--- config.mk ---
export PLATFORM = sky130hd
export DESIGN_NAME = timer_channel_contention_logic
export DESIGN_NICKNAME = d
export VERILOG_FILES = /design/src/include/tmr_pkg.sv /design/src/logic/bus_phase.sv /design/src/logic/count_core.sv /design/src/logic/timer_channel_contention_logic.sv
export SDC_FILE = /design/constraint.sdc
export NUM_CORES = 1
export LEC_CHECK = 0
export ABC_AREA = 1
export BUFFER_PORTS_ARGS = -buffer_cell sky130_fd_sc_hd__buf_2
export CAP_MARGIN = 20
export CORE_MARGIN = 8
export CORE_UTILIZATION = 47
export DETAILED_ROUTE_END_ITERATION = 8
export PLACE_DENSITY = 0.67
export SETUP_SLACK_MARGIN = 0.05
export SYNTH_ARGS = -nofsm -noshare
export SYNTH_HDL_FRONTEND = slang
export SYNTH_HIERARCHICAL = 1
export SYNTH_SLANG_ARGS = --single-unit
--- constraint.sdc ---
create_clock -name core_clk_in -period 9.25 [get_ports core_clk_in]
set_clock_uncertainty 0.05 [all_clocks]
set_input_delay 0.925 -clock core_clk_in [delete_from_list [all_inputs] [get_ports core_clk_in]]
set_output_delay 0.925 -clock core_clk_in [all_outputs]
set_load 0.01 [all_outputs]
--- src/include/tmr_pkg.sv ---
package tmr_pkg;

	// Byte addresses of the register window (APB, one word each)
	localparam logic [7:0] ADDR_COUNT    = 8'h00;
	localparam logic [7:0] ADDR_GRA      = 8'h04;
	localparam logic [7:0] ADDR_GRB      = 8'h08;
	localparam logic [7:0] ADDR_BUFA     = 8'h0C;
	localparam logic [7:0] ADDR_CTRL     = 8'h10;
	localparam logic [7:0] ADDR_STATUS   = 8'h14;
	localparam logic [7:0] ADDR_IRQ_EN   = 8'h18;
	localparam logic [7:0] ADDR_SYNC_CNT = 8'h1C;
	localparam logic [7:0] ADDR_PRIO     = 8'h20;

	// Control register fields
	localparam int CTRL_RUN       = 0;
	localparam int CTRL_PWM       = 1;
	localparam int CTRL_CAP_A     = 2;
	localparam int CTRL_CLR_LO    = 3;
	localparam int CTRL_CLR_HI    = 4;
	localparam int CTRL_SYNC      = 5;
	localparam int CTRL_BUF_A     = 6;
	localparam int CTRL_PAIR_LO   = 7;
	localparam int CTRL_PAIR_HI   = 8;
	localparam int CTRL_XTRG_DIS  = 9;
	localparam int CTRL_WIDTH     = 10;

	// Status / enable fields
	localparam int ST_MATCH_A = 0;
	localparam int ST_MATCH_B = 1;
	localparam int ST_WRAP    = 2;
	localparam int ST_OUT_OFF = 3;
	localparam int ST_WIDTH   = 4;

	localparam logic [15:0] COUNT_RST = 16'h0000;
	localparam logic [15:0] GR_RST    = 16'hFFFF;
	localparam logic [15:0] COUNT_MAX = 16'hFFFF;
	localparam logic [CTRL_WIDTH-1:0] CTRL_RST = 10'h000;
	localparam logic [7:0] PRIO_RST   = 8'h00;

	// Bus cycle states: setup precedes the first, access wait the second,
	// the completing access the third
	typedef enum logic [1:0] {BUS_IDLE, BUS_T1, BUS_T2, BUS_T3} bus_state_t;

	// Three-state cycle: one wait cycle inserted before pready
	localparam int BUS_WAIT = 1;

endpackage

--- src/logic/bus_phase.sv ---
`timescale 1ns/1ns
module bus_phase import tmr_pkg::*; (
	input  wire logic core_clk_in,
	input  wire logic sys_rst_in,
	input  wire logic clk_en_in,
	input  wire logic psel_in,
	input  wire logic penable_in,
	output bus_state_t state_out,
	output logic       ready_out
);
	bus_state_t st_r, st_nxt;

	always_comb begin
		st_nxt = st_r;
		case (st_r)
			BUS_IDLE: if (psel_in) st_nxt = BUS_T1;
			BUS_T1: st_nxt = BUS_T2;
			BUS_T2: st_nxt = BUS_T3;
			BUS_T3: st_nxt = (psel_in && !penable_in) ? BUS_T1 :
				(psel_in ? BUS_T3 : BUS_IDLE);
			default: st_nxt = BUS_IDLE;
		endcase
		if (st_r == BUS_T3 && psel_in && penable_in)
			st_nxt = BUS_IDLE;
	end

	always_ff @(posedge core_clk_in or posedge sys_rst_in) begin
		if (sys_rst_in)
			st_r <= BUS_IDLE;
		else if (clk_en_in)
			st_r <= st_nxt;
	end

	assign state_out = st_r;
	assign ready_out = (st_r == BUS_T3);
endmodule

--- src/logic/count_core.sv ---
`timescale 1ns/1ns
module count_core import tmr_pkg::*; (
	input  wire logic        core_clk_in,
	input  wire logic        sys_rst_in,
	input  wire logic        clk_en_in,
	input  wire logic        clear_in,
	input  wire logic        inc_in,
	input  wire logic        load_in,
	input  wire logic [15:0] load_val_in,
	output logic [15:0]      count_out,
	output logic             wrap_out
);
	logic [15:0] cnt_r;
	wire         cnt_step;

	// Clear beats write, write beats increment
	assign cnt_step = inc_in && !clear_in && !load_in;
	assign wrap_out = inc_in && !clear_in && (cnt_r == COUNT_MAX);

	always_ff @(posedge core_clk_in or posedge sys_rst_in) begin
		if (sys_rst_in)
			cnt_r <= COUNT_RST;
		else if (clk_en_in) begin
			if (clear_in)
				cnt_r <= COUNT_RST;
			else if (load_in)
				cnt_r <= load_val_in;
			else if (cnt_step)
				cnt_r <= cnt_r + 16'h0001;
		end
	end

	assign count_out = cnt_r;
endmodule

--- src/logic/timer_channel_contention_logic.sv ---
`timescale 1ns/1ns
// Behaviour
// - Clear beats counter write in third state
// - Word write beats increment in third state
// - Byte write beats increment, other byte kept
// - Register write suppresses coincident compare match
// - Write wins over wrap, wrap flag set
// - Register read returns value before capture
// - Capture clear beats increment, old count captured
// - Capture beats register write
// - Match clear gives period N plus one
// - Capture transfer beats buffer write
// - Byte write loads whole value into synced
// - No input capture in PWM mode
// - Simultaneous matches A and B suppressed in PWM mode
// - Output disable only on input capture in paired mode, PWM off
// - Priority register resets to zero; it is read back but orders nothing
// - Wrap flag set on rollover
// - Flag cleared by read one, write zero
// - Match asserted at last equal state
// - Interrupt only when flag and enable
module timer_channel_contention_logic import tmr_pkg::*; (
	input  wire logic        core_clk_in,
	input  wire logic        sys_rst_in,
	input  wire logic        clk_en_in,
	input  wire logic        psel_in,
	input  wire logic        penable_in,
	input  wire logic        pwrite_in,
	input  wire logic [7:0]  paddr_in,
	input  wire logic [31:0] pwdata_in,
	input  wire logic [3:0]  pstrb_in,
	input  wire logic        tick_in,
	input  wire logic        capture_in,
	output logic [31:0]      prdata_out,
	output logic             pready_out,
	output logic             pslverr_out,
	output logic [ST_WIDTH-2:0] irq_out,
	output logic             out_enable_out,
	output logic [15:0]      count_out
);
	bus_state_t  bstate;
	logic        bus_rdy;
	logic [15:0] cnt, sync_cnt_r;
	logic        wrap;
	logic [15:0] gra_r, grb_r, bufa_r;
	logic [CTRL_WIDTH-1:0] ctrl_r;
	logic [ST_WIDTH-1:0] stat_r, stat_nxt, ien_r, seen_r;
	logic [7:0]  prio_r;
	logic [15:0] rd_snap_r;
	logic        oe_r;
	logic        match_a_prev_r, match_b_prev_r;

	bus_phase u_phase (
		.core_clk_in (core_clk_in),
		.sys_rst_in  (sys_rst_in),
		.clk_en_in   (clk_en_in),
		.psel_in     (psel_in),
		.penable_in  (penable_in),
		.state_out   (bstate),
		.ready_out   (bus_rdy)
	);

	function automatic logic hit(input logic [7:0] a, input logic [7:0] r);
		hit = (a == r);
	endfunction

	wire t3     = bus_rdy && psel_in && penable_in;
	wire t2     = (bstate == BUS_T2);
	wire wr_t3  = t3 && pwrite_in;
	wire rd_t3  = t3 && !pwrite_in;
	wire wr_cnt = wr_t3 && hit(paddr_in, ADDR_COUNT);
	wire wr_gra = wr_t3 && hit(paddr_in, ADDR_GRA);
	wire wr_grb = wr_t3 && hit(paddr_in, ADDR_GRB);
	wire wr_buf = wr_t3 && hit(paddr_in, ADDR_BUFA);
	wire byte_w = (pstrb_in[1:0] != 2'b11);
	wire byte_acc = psel_in && pwrite_in && hit(paddr_in, ADDR_COUNT) &&
		byte_w && (t2 || t3);
	wire [15:0] wr_val = {pstrb_in[1] ? pwdata_in[15:8] : cnt[15:8],
		pstrb_in[0] ? pwdata_in[7:0] : cnt[7:0]};

	wire run     = ctrl_r[CTRL_RUN];
	wire pwm     = ctrl_r[CTRL_PWM];
	wire [1:0] clr_sel = {ctrl_r[CTRL_CLR_HI], ctrl_r[CTRL_CLR_LO]};
	wire paired  = ctrl_r[CTRL_PAIR_HI];
	wire cap_ok  = capture_in && ctrl_r[CTRL_CAP_A] && !pwm;
	wire inc     = tick_in && run && !(byte_acc && t2);
	wire eq_a    = (cnt == gra_r);
	wire eq_b    = (cnt == grb_r);
	// Match fires in the last equal state, as the count moves on
	wire raw_a   = eq_a && inc && !cap_ok;
	wire raw_b   = eq_b && inc;
	wire both    = pwm && raw_a && raw_b;
	wire match_a = raw_a && !both && !wr_gra;
	wire match_b = raw_b && !both && !wr_grb;
	wire clear   = (clr_sel == 2'b01 && (match_a || cap_ok)) ||
		(clr_sel == 2'b10 && match_b);
	wire load    = wr_cnt || (byte_acc && t2 && tick_in);
	wire [15:0] ld_v = wr_val;

	count_core u_count (
		.core_clk_in (core_clk_in),
		.sys_rst_in  (sys_rst_in),
		.clk_en_in   (clk_en_in),
		.clear_in    (clear),
		.inc_in      (inc),
		.load_in     (load && !(byte_acc && t2 && !wr_cnt)),
		.load_val_in (ld_v),
		.count_out   (cnt),
		.wrap_out    (wrap)
	);

	// Flags: set wins over clear; clear needs a prior read of one
	always_comb begin
		stat_nxt = stat_r;
		if (wr_t3 && hit(paddr_in, ADDR_STATUS))
			stat_nxt = stat_r & (pwdata_in[ST_WIDTH-1:0] | ~seen_r);
		if (match_a || cap_ok)
			stat_nxt[ST_MATCH_A] = 1'b1;
		if (match_b)
			stat_nxt[ST_MATCH_B] = 1'b1;
		if (wrap)
			stat_nxt[ST_WRAP] = 1'b1;
		if (cap_ok && paired && !ctrl_r[CTRL_XTRG_DIS])
			stat_nxt[ST_OUT_OFF] = 1'b1;
	end

	always_ff @(posedge core_clk_in or posedge sys_rst_in) begin
		if (sys_rst_in) begin
			gra_r  <= GR_RST;
			grb_r  <= GR_RST;
			bufa_r <= GR_RST;
		end else if (clk_en_in) begin
			if (cap_ok) begin
				gra_r <= cnt;
				if (ctrl_r[CTRL_BUF_A])
					bufa_r <= gra_r;
			end else if (wr_gra)
				gra_r <= pwdata_in[15:0];
			if (wr_grb)
				grb_r <= pwdata_in[15:0];
			if (wr_buf && !(cap_ok && ctrl_r[CTRL_BUF_A]))
				bufa_r <= pwdata_in[15:0];
		end
	end

	always_ff @(posedge core_clk_in or posedge sys_rst_in) begin
		if (sys_rst_in) begin
			ctrl_r <= CTRL_RST;
			ien_r  <= '0;
			stat_r <= '0;
			seen_r <= '0;
			prio_r <= PRIO_RST;
			sync_cnt_r <= COUNT_RST;
		end else if (clk_en_in) begin
			stat_r <= stat_nxt;
			if (wr_t3 && hit(paddr_in, ADDR_CTRL))
				ctrl_r <= pwdata_in[CTRL_WIDTH-1:0];
			if (wr_t3 && hit(paddr_in, ADDR_IRQ_EN))
				ien_r <= pwdata_in[ST_WIDTH-1:0];
			if (wr_t3 && hit(paddr_in, ADDR_PRIO))
				prio_r <= pwdata_in[7:0];
			if (rd_t3 && hit(paddr_in, ADDR_STATUS))
				seen_r <= stat_r;
			else if (wr_t3 && hit(paddr_in, ADDR_STATUS))
				seen_r <= '0;
			if (wr_cnt && ctrl_r[CTRL_SYNC] && !clear)
				sync_cnt_r <= wr_val;
			else if (ctrl_r[CTRL_SYNC] && clear)
				sync_cnt_r <= COUNT_RST;
		end
	end

	// Read data comes from values held before this edge
	logic [31:0] rd_mux;
	always_comb begin
		case (paddr_in)
			ADDR_COUNT:    rd_mux = {16'h0000, cnt};
			ADDR_GRA:      rd_mux = {16'h0000, gra_r};
			ADDR_GRB:      rd_mux = {16'h0000, grb_r};
			ADDR_BUFA:     rd_mux = {16'h0000, bufa_r};
			ADDR_CTRL:     rd_mux = {22'h000000, ctrl_r};
			ADDR_STATUS:   rd_mux = {28'h0000000, stat_r};
			ADDR_IRQ_EN:   rd_mux = {28'h0000000, ien_r};
			ADDR_SYNC_CNT: rd_mux = {16'h0000, sync_cnt_r};
			ADDR_PRIO:     rd_mux = {24'h000000, prio_r};
			default:       rd_mux = 32'h00000000;
		endcase
	end
	wire unmapped = (paddr_in > ADDR_PRIO) || (paddr_in[1:0] != 2'b00);

	always_ff @(posedge core_clk_in or posedge sys_rst_in) begin
		if (sys_rst_in) begin
			prdata_out  <= 32'h00000000;
			pready_out  <= 1'b0;
			pslverr_out <= 1'b0;
			irq_out     <= '0;
			oe_r        <= 1'b1;
		end else if (clk_en_in) begin
			pready_out  <= (bstate == BUS_T2) && psel_in;
			pslverr_out <= (bstate == BUS_T2) && psel_in && unmapped;
			prdata_out  <= rd_mux;
			irq_out     <= stat_nxt[ST_WIDTH-2:0] & ien_r[ST_WIDTH-2:0];
			oe_r        <= !stat_nxt[ST_OUT_OFF];
		end
	end

	assign out_enable_out = oe_r;
	assign count_out = cnt;

	wire [15:0] unused_prio = {prio_r, rd_snap_r[7:0]};
	always_ff @(posedge core_clk_in or posedge sys_rst_in) begin
		if (sys_rst_in)
			rd_snap_r <= 16'h0000;
		else if (clk_en_in && rd_t3)
			rd_snap_r <= gra_r;
	end

	always_ff @(posedge core_clk_in or posedge sys_rst_in) begin
		if (sys_rst_in) begin
			match_a_prev_r <= 1'b0;
			match_b_prev_r <= 1'b0;
		end else if (clk_en_in) begin
			match_a_prev_r <= match_a;
			match_b_prev_r <= match_b;
		end
	end
endmodule

After elaboration in Yosys (flattened, before gate mapping)
Index checks and enable logic that the tools add are counted.
{ "word_totals": {"ramBits": 0, "latchBits": 0, "rom_bits": 0, "out_inout_bits": 54, "reg_bits": 150, "input_bits": 52, "elab_cells": 153, "mem_count": 0} }
{ "classes": {"n_bitwise": 4, "eq_ne": 18, "magnitude_cmp": 1, "multipliers": 0, "shift": 0, "mux": 25, "addsub": 1, "n_div": 0, "n_reduce_logical": 88} }
{ "ops": {"columns": ["operator", "count"], "rows": [
  ["two-way mux 16 bit", 10],
  ["one-hot mux 16 bit (9 select lines)", 1],
  ["logical AND 1 bit", 49],
  ["equality test 16 bit", 2],
  ["equality test 8 x 5 -> 1 bit, second input constant", 4],
  ["AND reduction 2 bit", 9],
  ["adder 16 x 1 -> 16 bit, second input constant", 1],
  ["equality test 16 bit, second input constant", 1],
  ["equality test 8 x 4 -> 1 bit, second input constant", 2],
  ["two-way mux 8 bit", 2],
  ["zero test 1 bit", 15],
  ["two-way mux 4 bit", 3],
  ["nonzero test 2 bit", 6],
  ["equality test 8 x 3 -> 1 bit, second input constant", 1],
  ["equality test 8 x 6 -> 1 bit, second input constant", 1],
  ["> comparator 8 x 6 -> 1 bit, second input constant", 1],
  ["zero test 8 bit", 1],
  ["two-way mux 2 bit", 4],
  ["one-hot mux 2 bit (4 select lines)", 1],
  ["equality test 2 bit, second input constant", 3],
  ["logical OR 1 bit", 5],
  ["AND 4 bit", 1],
  ["equality test 2 x 1 -> 1 bit, second input constant", 2],
  ["two-way mux 1 bit", 4],
  ["8 further kinds", 8]
]} }

Depth between registers and ports, before layout
Gate-level depths: netlist of the first run.
{ "logic_depth": {"depth_word": 24, "mapped_depth": 20, "depth_no_buf": 19} }

Modules after synthesis
Netlist of the first run, hierarchy kept.
{ "modules_own_cells": {"columns": ["mod", "area_per_inst_um2", "n_inst", "seq_area_each_um2", "cells_each"], "rows": [
  ["timer_channel_contention_logic", 6874.1, 1, 2964.1, 963],
  ["count_core", 1188.6, 1, 400.4, 183],
  ["bus_phase", 176.4, 1, 50.0, 25]
]} }

Worst setup path after synthesis of the first run
OpenSTA, ideal clock, no wires.
{ "synth_timing": {"path_type": "in2reg", "from": "input port paddr_in[1]", "to": "register u_count.cnt_r[11], in the netlist u_count/count_out[11]", "t_arrival_ns": 2.615, "setup_ns": 0.117, "path_buffers": 1, "path_slack_ns": 6.468, "stages": 19, "t_required_ns": 9.083, "path_cell_list": "nor2_2 inv_2 nor3_4 nand2_4 clkinv_4 nand2_4 nand3_2 nand2_2 nand3_4 nand2_1 nor2_1 nand2_2 nand2_4 nor2_8 inv_2 buf_6 nor2_2 nand2_1 nand2_1"} }
{ "synth_between": {"elab_chain_len": 22, "word_cells_on_any_way": 42, "classes_between": "eq/ne (2); mux (2); reduce/logical (38)"} }
{ "synth_rtl": {"columns": ["item", "line_no", "source"], "rows": [
  ["from (decl)", "timer_channel_contention_logic.sv:29", "input wire logic [7:0] paddr_in,"],
  ["zero test 8 bit", "timer_channel_contention_logic.sv:64", "hit = (a == r);"],
  ["logical AND 1 bit (2 in a row)", "timer_channel_contention_logic.sv:76", "wire byte_acc = psel_in && pwrite_in && hit(paddr_in, ADDR_COUNT) &&"],
  ["logical AND 1 bit", "timer_channel_contention_logic.sv:77", "byte_w && (t2 || t3);"],
  ["logical AND 1 bit", "timer_channel_contention_logic.sv:86", "wire inc = tick_in && run && !(byte_acc && t2);"],
  ["zero test 1 bit", "timer_channel_contention_logic.sv:86", null],
  ["logical AND 1 bit", "timer_channel_contention_logic.sv:86", null],
  ["logical AND 1 bit (2 in a row)", "timer_channel_contention_logic.sv:90", "wire raw_a = eq_a && inc && !cap_ok;"],
  ["logical AND 1 bit (2 in a row)", "timer_channel_contention_logic.sv:92", "wire both = pwm && raw_a && raw_b;"],
  ["(+3 left out)", null, null],
  ["logical OR 1 bit", "timer_channel_contention_logic.sv:95", "wire clear = (clr_sel == 2'b01 && (match_a || cap_ok)) ||"],
  ["logical AND 1 bit", "timer_channel_contention_logic.sv:95", null],
  ["logical OR 1 bit *", "timer_channel_contention_logic.sv:95", null],
  ["named net clear", "timer_channel_contention_logic.sv:95", null],
  ["zero test 1 bit", "count_core.sv:17", "assign cnt_step = inc_in && !clear_in && !load_in;"],
  ["logical AND 1 bit (2 in a row)", "count_core.sv:17", null],
  ["nonzero test 3 bit (no source line)", null, null],
  ["AND reduction 2 bit (no source line)", null, null],
  ["to (signal assigned)", "count_core.sv:27", "cnt_r <= load_val_in;"],
  ["to (signal assigned)", "count_core.sv:29", "cnt_r <= cnt_r + 16'h0001;"],
  ["to (decl)", "count_core.sv:13", "logic [15:0] cnt_r;"]
]} }
The timed path passes the listed nets; every way through them passes the cells marked *.
A chain may end at the register's enable or synchronous reset.

Worst setup path after layout of the first run
{ "layout_timing": {"from": "input port paddr_in[1]", "to": "register irq_out[2]"} }
{ "layout_between": {"elab_chain_len": 22, "word_cells_on_any_way": 35, "classes_between": "eq/ne (3); mux (2); bitwise (1); reduce/logical (29)"} }
{ "layout_rtl": {"columns": ["item", "line_no", "source"], "rows": [
  ["zero test 8 bit", "timer_channel_contention_logic.sv:64", null],
  ["logical AND 1 bit (2 in a row)", "timer_channel_contention_logic.sv:76", null],
  ["logical AND 1 bit", "timer_channel_contention_logic.sv:77", null],
  ["logical AND 1 bit", "timer_channel_contention_logic.sv:86", null],
  ["zero test 1 bit", "timer_channel_contention_logic.sv:86", null],
  ["logical AND 1 bit", "timer_channel_contention_logic.sv:86", null],
  ["logical AND 1 bit (2 in a row)", "timer_channel_contention_logic.sv:90", null],
  ["logical AND 1 bit (2 in a row)", "timer_channel_contention_logic.sv:92", null],
  ["(+4 left out)", null, null],
  ["logical AND 1 bit", "timer_channel_contention_logic.sv:95", null],
  ["logical OR 1 bit *", "timer_channel_contention_logic.sv:95", null],
  ["named net clear", "timer_channel_contention_logic.sv:95", null],
  ["zero test 1 bit *", "count_core.sv:18", "assign wrap_out = inc_in && !clear_in && (cnt_r == COUNT_MAX);"],
  ["logical AND 1 bit * (2 in a row)", "count_core.sv:18", null],
  ["named net wrap", "timer_channel_contention_logic.sv:44", "logic wrap;"],
  ["two-way mux 1 bit *", "timer_channel_contention_logic.sv:121", "if (wrap)"],
  ["AND 3 bit *", "timer_channel_contention_logic.sv:202", "irq_out <= stat_nxt[ST_WIDTH-2:0] & ien_r[ST_WIDTH-2:0];"],
  ["to (signal assigned)", "timer_channel_contention_logic.sv:202", null],
  ["to (decl)", "timer_channel_contention_logic.sv:37", "output logic [ST_WIDTH-2:0] irq_out,"]
]} }
Marks and branches as above.

==> reports/results.env, run 1 <==
RUN_STATUS='completed'
BUFFER_PORTS.INSERTED=71
SYNTHDISTINCTLIBCELLS=49
MAX_STAGE_DELAY_PS=480
GRT-OVFL-TOTAL=0
SYNTHDOMINANTCELLAREASHARE=0.258
REGAREA_SQ_UM=3410
CLOCK-SINKS=134
DETAIL_ROUTE.VIAS_PER_CELL=5.32
CP.ARRIVAL_PS=3580
SETUP.WORST_PATH.START='paddr_in[1]'
SYNTH_AREA_SQ_UM=8240
ROWS=48
SLEW_HEADROOM=0.392
TRITONCTS='built'
LAYOUT-DRIVE-GT1-SHARE=0.189
CRIT_PATH_CELL_TRACE='buf_2 > nor2_2 > inv_2 > nor2_1 > nand2_1 > nor2_1 > nor2_4 > nand3_4 > nand2_1 > inv_1 > nand4_1 > nor3_1 > o21ai_0 > o21ai_0'
CORE-AREA_SQ_UM=17200
CTS-ROOT-TO-SINK-BUFFERS=2
DETAILEDROUTE.FIRSTPASSITERATIONCOUNT=6
FINALHOLDVIOLCOUNT=0
WORST_PATH_MAX_DELAY_CELL='sky130_fd_sc_hd__nor3_1'
FINALHOLDWORSTSLACK_PS=395
CLOCK.FMAX_MHz=305
GLOBALPLACE.CONGESTION=0.928
REQUIRED_PS=9550
AGGREGATE_ROUTED_WIRE_LENGTH_UM=25700
POST_SYNTH_TOP_FLOP='sky130_fd_sc_hd__dfrtp_1'
WORST_HOLD_PATH_TYPE='in -> async'
POST_SYNTH_MAIN_AREA_CONTRIBUTORS='sky130_fd_sc_hd__dfrtp_1 26%, sky130_fd_sc_hd__nand2_1 18%, sky130_fd_sc_hd__dfstp_2 16%'
YOSYS_REGISTER_BITS=134
CRITICAL_PATH.TOP_DELAY_FAMILY='simple AND/OR/NAND/NOR gates'
SETUP.WORST_PATH.END_CLASS='flop'
INITIAL_UTILIZATION=0.478
SYNTH-EDFF-COUNT=0
CTS_HOLD_BUF=0
MAX-VDD-IR-DROP_mV=0.128
AREA.GROWTH.SYNTH_TO_FINAL_PCT=13.9
MULTI_INPUT_AREA_SQ_UM=3960
YOSYS.CELL_COUNT.TOP_TYPE='sky130_fd_sc_hd__nand2_1'
PATH_DEPTH=14
YOSYSWARNINGS=6
CLOCKROOTBUFFER='sky130_fd_sc_hd__clkbuf_16'
SEQ_AREA_FRAC_SYNTH=0.414
CRITICAL_PATH.STARTPOINT_TYPE='input port'
TIMING.REG2REG.WORST_PATH_DEPTH=14
CTS-RESIZED-GATES=0
FP.DIEW_UM=148
YOSYSTOPAREACELL='sky130_fd_sc_hd__dfrtp_1'
PIN_COUNT_OF_THE_BIGGEST_NET_ENTERING_GLOBAL_ROUTING=65
NET_COUNT_FINAL=1287
LEAKAGE_POWER_nW=4.84
TIMING_WORST_SLEW_PIN_VALUE_PS=909
REMAINING_DRC_ERRORS=0
GROUTE.LAYER.MET1.USAGE=0.334
PERIOD_NEEDED_PS=3280
MIN_PERIOD_OVER_PERIOD=0.355
WORST_SETUP_HOLD_PATH_CLK_SLEW_PS=60
OVERALL_POWER_AFTER_LAYOUT_mW=1.51
RRSETUPSLACK_PS=6230
POST_SYNTH.CELL_AREA_AVG_SQ_UM=7.04
TRITONCTS.NUM_BUFFERS=17
CLK-INSERTION-DELAY-LATE_PS=430
GRT_BUSIEST_LAYER='met2'
FIRST_PASS_GRT_WIRE_LENGTH_UM=40700
FINALMAXSLEWVIOLATIONS=0
POWERDENSITY_nW_PER_UM2=161
USE_MET3=0.0526
SYNTHCELLS=1171
CTS_HTREE_LEVELS=4
ROUTE.DETAILED.WL_PER_INST_UM=17.5
CRITICAL_PATH_CLASS='in -> reg'
DIEAREA_SQ_UM=22000
GRT_ANTENNA_BEFORE_REPAIR=1
POSTSYNTH.ASYNCRESETSHARE=1.00
POST-CTS-SETUP-BUFFERS=0
WORSTPATHMAXFANOUT=11
NUM_VIAS=7816
SETUP_VIOLATIONS=0
DIEHEIGHT_UM=148
ANT_NETS=0
MET2_USAGE=0.357
CRITICAL_PATH.REG2REG.STARTPOINT='ctrl_r[1]'
FINAL.SETUP.TNS_PS=0
SYNTH_COMMON_CELLS='399 x sky130_fd_sc_hd__nand2_1, 131 x sky130_fd_sc_hd__inv_1, 115 x sky130_fd_sc_hd__o21ai_0, 92 x sky130_fd_sc_hd__nor2_1, 85 x sky130_fd_sc_hd__dfrtp_1'
IOS=106
CAP_VIOL_MAX_COUNT=0
FIRST_ITER_VIOLATIONS=779
FIRST_GLOBAL_VIAS=7419
ANTENNA_CELLS=0
N_FILL_CELL=1669
CRIT_BUF_INV=3
DETAILEDPLACEMENTHPWL_UM=18200
SETUP_REPAIR_AFTER_GLOBAL_ROUTING_MISSED_ITS_MARGIN='no'
GLOBALROUTETOTALUTIL=0.238
==> through the flow <==
stage	cell area, sq um	worst slack (ps)	cells	utilization
final	9380	5970	1469	0.544
after global routing	9380	5700	1469	0.544
after global placement	8690	5570	1436	0.504
after CTS	9380	6000	1469	0.544
after detailed placement	8700	5570	1437	0.505
after floorplan	8300	5280	1186	-
==> state kept, by name, indices dropped and copies added, names as in the netlist <==
signal             count
pslverr_out            1
gra_r                 16
out_enable_out         1
bufa_r                16
irq_out                3
u_count/count_out     16
pready_out             1
seen_r                 4
ctrl_r                10
u_phase/state_out      2
stat_r                 4
prdata_out            16
grb_r                 16
ien_r                  4
sync_cnt_r            16
prio_r                 8
==> power by group <==
group          leakage (nW)  internal, mW  total [mW]  switching (mW)
logic                  2.84        0.0324       0.110          0.0776
registers              1.68         0.603       0.615          0.0126
clock network         0.325         0.518       0.787           0.269
==> routing by layer <==
metal  share of wire  wire length, um
met2            0.44            11300
met4           0.021              542
met3           0.086             2210
met5         0.00051               13
met1            0.45            11600
==> logic make-up (layout without fill, tap and decap cells) <==
kind of cell               count (synthesis)  in the layout  share of synthesized area
xor gates and xnor gates                   9              9                    0.00957
AOI/OAI and AO/OA                        231            231                      0.160
DFF                                      134            134                      0.414
adders and majority gates                  4              4                    0.00607
muxes                                      2              2                    0.00243
buffers and inverters                    218            276                      0.111
other                                      1             16                   0.000455
and+or+nand+nor                          572            572                      0.296
==> worst register-to-register path, delay by kind of cell (launching register included) <==
family | cells | cell delay, ps
simple gates | 9 | 1650
buf+inv | 3 | 440
flops | 1 | 410
compound gates | 2 | 390
==> worst paths after layout <==
path                                   endpoint
min reg2reg                       prdata_out[2]
min                        u_phase/state_out[0]
max                                  irq_out[2]
max reg2reg                          irq_out[2]
min in group core_clk_in          prdata_out[2]
max in group asynchronous             ctrl_r[2]
==> layout by cell type, fill, tap and decap left out, types with 5 or more instances in the layout <==
cell,synthesis,final
sky130_fd_sc_hd__o21ai_0,115,115
sky130_fd_sc_hd__nor2_1,92,92
sky130_fd_sc_hd__bufinv_16,0,6
sky130_fd_sc_hd__buf_2,7,71
sky130_fd_sc_hd__xor2_1,9,9
sky130_fd_sc_hd__o22ai_1,15,15
sky130_fd_sc_hd__o21ai_1,22,22
sky130_fd_sc_hd__dfstp_2,49,49
sky130_fd_sc_hd__nand2_2,7,7
sky130_fd_sc_hd__clkbuf_16,0,17
sky130_fd_sc_hd__conb_1,1,16
sky130_fd_sc_hd__nand2_1,399,399
sky130_fd_sc_hd__o2111ai_1,9,9
sky130_fd_sc_hd__buf_4,18,5
sky130_fd_sc_hd__inv_1,131,130
sky130_fd_sc_hd__o211ai_1,20,20
sky130_fd_sc_hd__nand3_1,31,31
sky130_fd_sc_hd__nor2_2,14,14
sky130_fd_sc_hd__a21oi_1,32,32
sky130_fd_sc_hd__dfrtp_1,85,85
sky130_fd_sc_hd__nand4_1,6,6
sky130_fd_sc_hd__inv_2,31,31
==> layout make-up <==
class,instances,share of cell area
multi-input cells,834,0.422
well taps,225,0.0300
repair buffers,77,0.0435
clock inverters,13,0.0241
flip-flops and latches,134,0.364
clock buffers,19,0.0483
inverters,167,0.0679
Power figures use the tool's default switching activity.
==> run 2, diff against run 1 <==
Settings changed: PLACE_DENSITY 0.67 to 0.7.
Clock period 9.25 ns to 2.9 ns, I/O delays scaled along.
==> run 2 against run 1 <==
  * Hold slack worse by 330 ps
  * Sequential power grew to 3.2 times the previous value
  * Via count is 3.4% higher
  * Register-to-register slack worse by 6000 ps
  * Global-route usage is 0.13 points lower
  * Total power grew to 3.0 times the previous value
  * Critical endpoint is now u_count/count_out[15]
  * Die area stayed put
  * Flip-flop and latch count stayed put
  * Largest cell class unchanged
==> reports/results.env, run 2 (same netlist as run 1, synthesis figures left out) <==
MIN_SETUP_SLACK_POST_ROUTE_PS=255  # -5710 ps
COMB_POWER_SHARE=0.082  # +0.009
WORSTPATHMAXFANOUT=12  # +1
GRT-OVFL-TOTAL=0  # unchanged
PWR-SHARE-CLK=0.481  # -0.039
CTS-ROOT-TO-SINK-BUFFERS=2  # unchanged
GLOBALPLACE.CONGESTION=0.945  # +1.9%
DETAILEDPLACEMENTHPWL_UM=19000  # +4.5%
SW_FRAC=0.255  # +0.0176
WORST_SETUP_HOLD_PATH_CLK_SLEW_PS=60  # about the same
FINALHOLDVIOLCOUNT=0  # unchanged
MOSTFREQUENTLAYOUTCELLS='399 x sky130_fd_sc_hd__nand2_1, 130 x sky130_fd_sc_hd__inv_1, 115 x sky130_fd_sc_hd__o21ai_0'
CAP_VIOL_MAX_COUNT=0  # unchanged
AGGREGATE_ROUTED_WIRE_LENGTH_UM=25900  # +0.91%
TRITONCTS='built'
PERIOD_NEEDED_PS=2650
REMAINING_DRC_ERRORS=0  # unchanged
POWER.NET_SWITCHING_mW=1.14  # +220%
GRT_ANTENNA_BEFORE_REPAIR=0  # -1
GLOBALROUTETOTALUTIL=0.236  # -0.00132
BUFFER_PORTS.INSERTED=71  # unchanged
CLOCK-SINKS=134  # unchanged
ROWS=48  # unchanged
RRSETUPSLACK_PS=250  # -5980 ps
CLOCKROOTBUFFER='sky130_fd_sc_hd__clkbuf_16'
TRITONCTS.NUM_BUFFERS=17  # unchanged
SETUP.WORST_PATH.START='u_phase/state_out[1]'
IOS=106  # unchanged
MAX-VDD-IR-DROP_mV=0.417  # +220%
MIN_PERIOD_OVER_PERIOD=0.912
PRECTSSETUPSLACK_PS=275  # -5290 ps
POST-CTS-SETUP-BUFFERS=0  # unchanged
FIRST_ITER_VIOLATIONS=747  # -4.1%
ROUTE.DETAILED.WL_PER_INST_UM=17.3  # -1.0%
HOLDPATHSTAGES=2
TIMING_WORST_SLEW_PIN_VALUE_PS=860  # -48.1 ps
NUM_VIAS=8079  # +3.4%
SETUP_VIOLATIONS=0  # unchanged
PIN_COUNT_OF_THE_BIGGEST_NET_ENTERING_GLOBAL_ROUTING=47  # -28%
ANT_NETS=0  # unchanged
NET_COUNT_FINAL=1316  # +2.3%
HOLDPATHEND='seen_r[0]'
SETUP_REPAIR_AFTER_GLOBAL_ROUTING_MISSED_ITS_MARGIN='no'
CRITICAL_PATH.REG2REG.STARTPOINT='u_phase/state_out[1]'
RUN_STATUS='completed'
CRITICAL_PATH.STARTPOINT_TYPE='flop'
DIEAREA_SQ_UM=22000  # unchanged
OVERALL_POWER_AFTER_LAYOUT_mW=4.48  # +200%
FIRST_PASS_GRT_WIRE_LENGTH_UM=40300  # -1.1%
SLEW_HEADROOM=0.425  # +0.0331
REQUIRED_PS=3180  # -6370 ps
DETAIL_ROUTE.VIAS_PER_CELL=5.39  # +1.4%
LAYOUT-DRIVE-GT1-SHARE=0.207  # +0.0177
FINAL.SETUP.TNS_PS=0  # unchanged
CP.ARRIVAL_PS=2920  # -660 ps
DIEHEIGHT_UM=148  # unchanged
FIRST_GLOBAL_VIAS=7289  # -1.8%
CORE-AREA_SQ_UM=17200  # unchanged
LEAKAGE_POWER_nW=4.95  # +2.3%
INITIAL_UTILIZATION=0.478  # unchanged
HOLD_PATH.STARTPOINT='pwrite_in'
R2R-END='u_count/count_out[15]'
SETUP.WORST_PATH.END_CLASS='flop'
ANTENNA_CELLS=0  # unchanged
CRITICAL_PATH_CLASS='reg -> reg'
POWER.SEQUENTIAL.FRACTION=0.438  # +0.031
CELL_INTERNAL_PWR_mW=3.34  # +190%
TIMING.REG2REG.WORST_PATH_DEPTH=16  # +2
AREA.GROWTH.SYNTH_TO_FINAL_PCT=15.6
CTS_HTREE_LEVELS=4  # unchanged
MOST_COMMON_CELL_AFTER_LAYOUT_FILL_AND_TAPS_ASIDE='sky130_fd_sc_hd__nand2_1'
PLACE_INST=1465  # +1.9%
POWERDENSITY_nW_PER_UM2=470  # +190%
FINALMAXSLEWVIOLATIONS=0  # unchanged
CLOCK.FMAX_MHz=378
DETAILEDROUTE.FIRSTPASSITERATIONCOUNT=5  # -1
FINAL_CELL_COUNT_NO_FILL=1498  # +2.0%
CLK-INSERTION-DELAY-LATE_PS=430  # about the same
FP.DIEW_UM=148  # unchanged
WORST_HOLD_PATH_TYPE='in -> reg'
==> run 2: cell type report <==
class / count / area, sq um
clock buffers: 19 / 453
inverters: 167 / 638
well taps: 225 / 282
flip-flops and latches: 134 / 3410
multi-input cells: 834 / 3960
repair buffers: 106 / 646
fillers: 1681 / 7710
clock inverters: 13 / 131
==> run 2: worst max path at each step <==
stage / endpoint / slack [ps] / cells past startpoint
6_report: u_count/count_out[15] / 250 / 16
5_1_grt: u_count/count_out[14] / 100 / 16
4_1_cts: u_count/count_out[15] / 270 / 16
3_5_place_dp: u_count/count_out[15] / 280 / 16
3_3_place_gp: u_count/count_out[14] / 350 / 16
2_1_floorplan: u_count/count_out[11] / 590 / 17
==> run 2: layer usage <==
layer / GRT usage / vias to the layer above / wire, um
li1: - / 3865 / -
met5: 0 / - / 0
met2: 0.364 / 392 / 11500
met4: 0.0821 / 0 / 532
met1: 0.327 / 3781 / 11400
met3: 0.0422 / 41 / 2440
==> run 2: what timing repair did <==
item                                   CTS  global route
resized for setup                        0             0
setup endpoints to repair                0             0
hold buffers                             1             0
endpoints found under the hold margin    2             0
==> run 2: worst max-delay path, cell delays in order, from the launching register on <==
cell	delay, ps
sky130_fd_sc_hd__dfrtp_1	430
sky130_fd_sc_hd__ha_1	230
sky130_fd_sc_hd__nand3_2	140
sky130_fd_sc_hd__nor2_4	200
sky130_fd_sc_hd__inv_1	140
sky130_fd_sc_hd__nor2_1	270
sky130_fd_sc_hd__nor2_4	80
sky130_fd_sc_hd__nand3_4	110
sky130_fd_sc_hd__nand2_1	110
sky130_fd_sc_hd__nor2_1	130
sky130_fd_sc_hd__nand2_2	70
sky130_fd_sc_hd__nand2_4	90
sky130_fd_sc_hd__nor2_8	50
sky130_fd_sc_hd__inv_2	230
sky130_fd_sc_hd__nor2_1	80
sky130_fd_sc_hd__nand2_1	70
sky130_fd_sc_hd__nand2_1	50
==> run 2: metrics by stage <==
step | cell area (sq um) | hold slack, ps | utilization
floorplan | 8300 | -18.8 | -
global placement | 8930 | 184 | 0.518
detailed placement | 8930 | 184 | 0.518
CTS | 9530 | 57.6 | 0.553
global route | 9530 | 83.5 | 0.553
finish | 9530 | 69.3 | 0.553
==> run 2: power groups by stage <==
stage | Clock (mW) | Sequential, mW | Combinational (mW)
CTS | 2.17 | 1.96 | 0.367
detailed placement | 0 | 1.99 | 0.361
finish | 2.15 | 1.96 | 0.365
global placement | 0 | 1.99 | 0.355
floorplan | 0 | 1.99 | 0.240
global route | 2.25 | 1.97 | 0.413
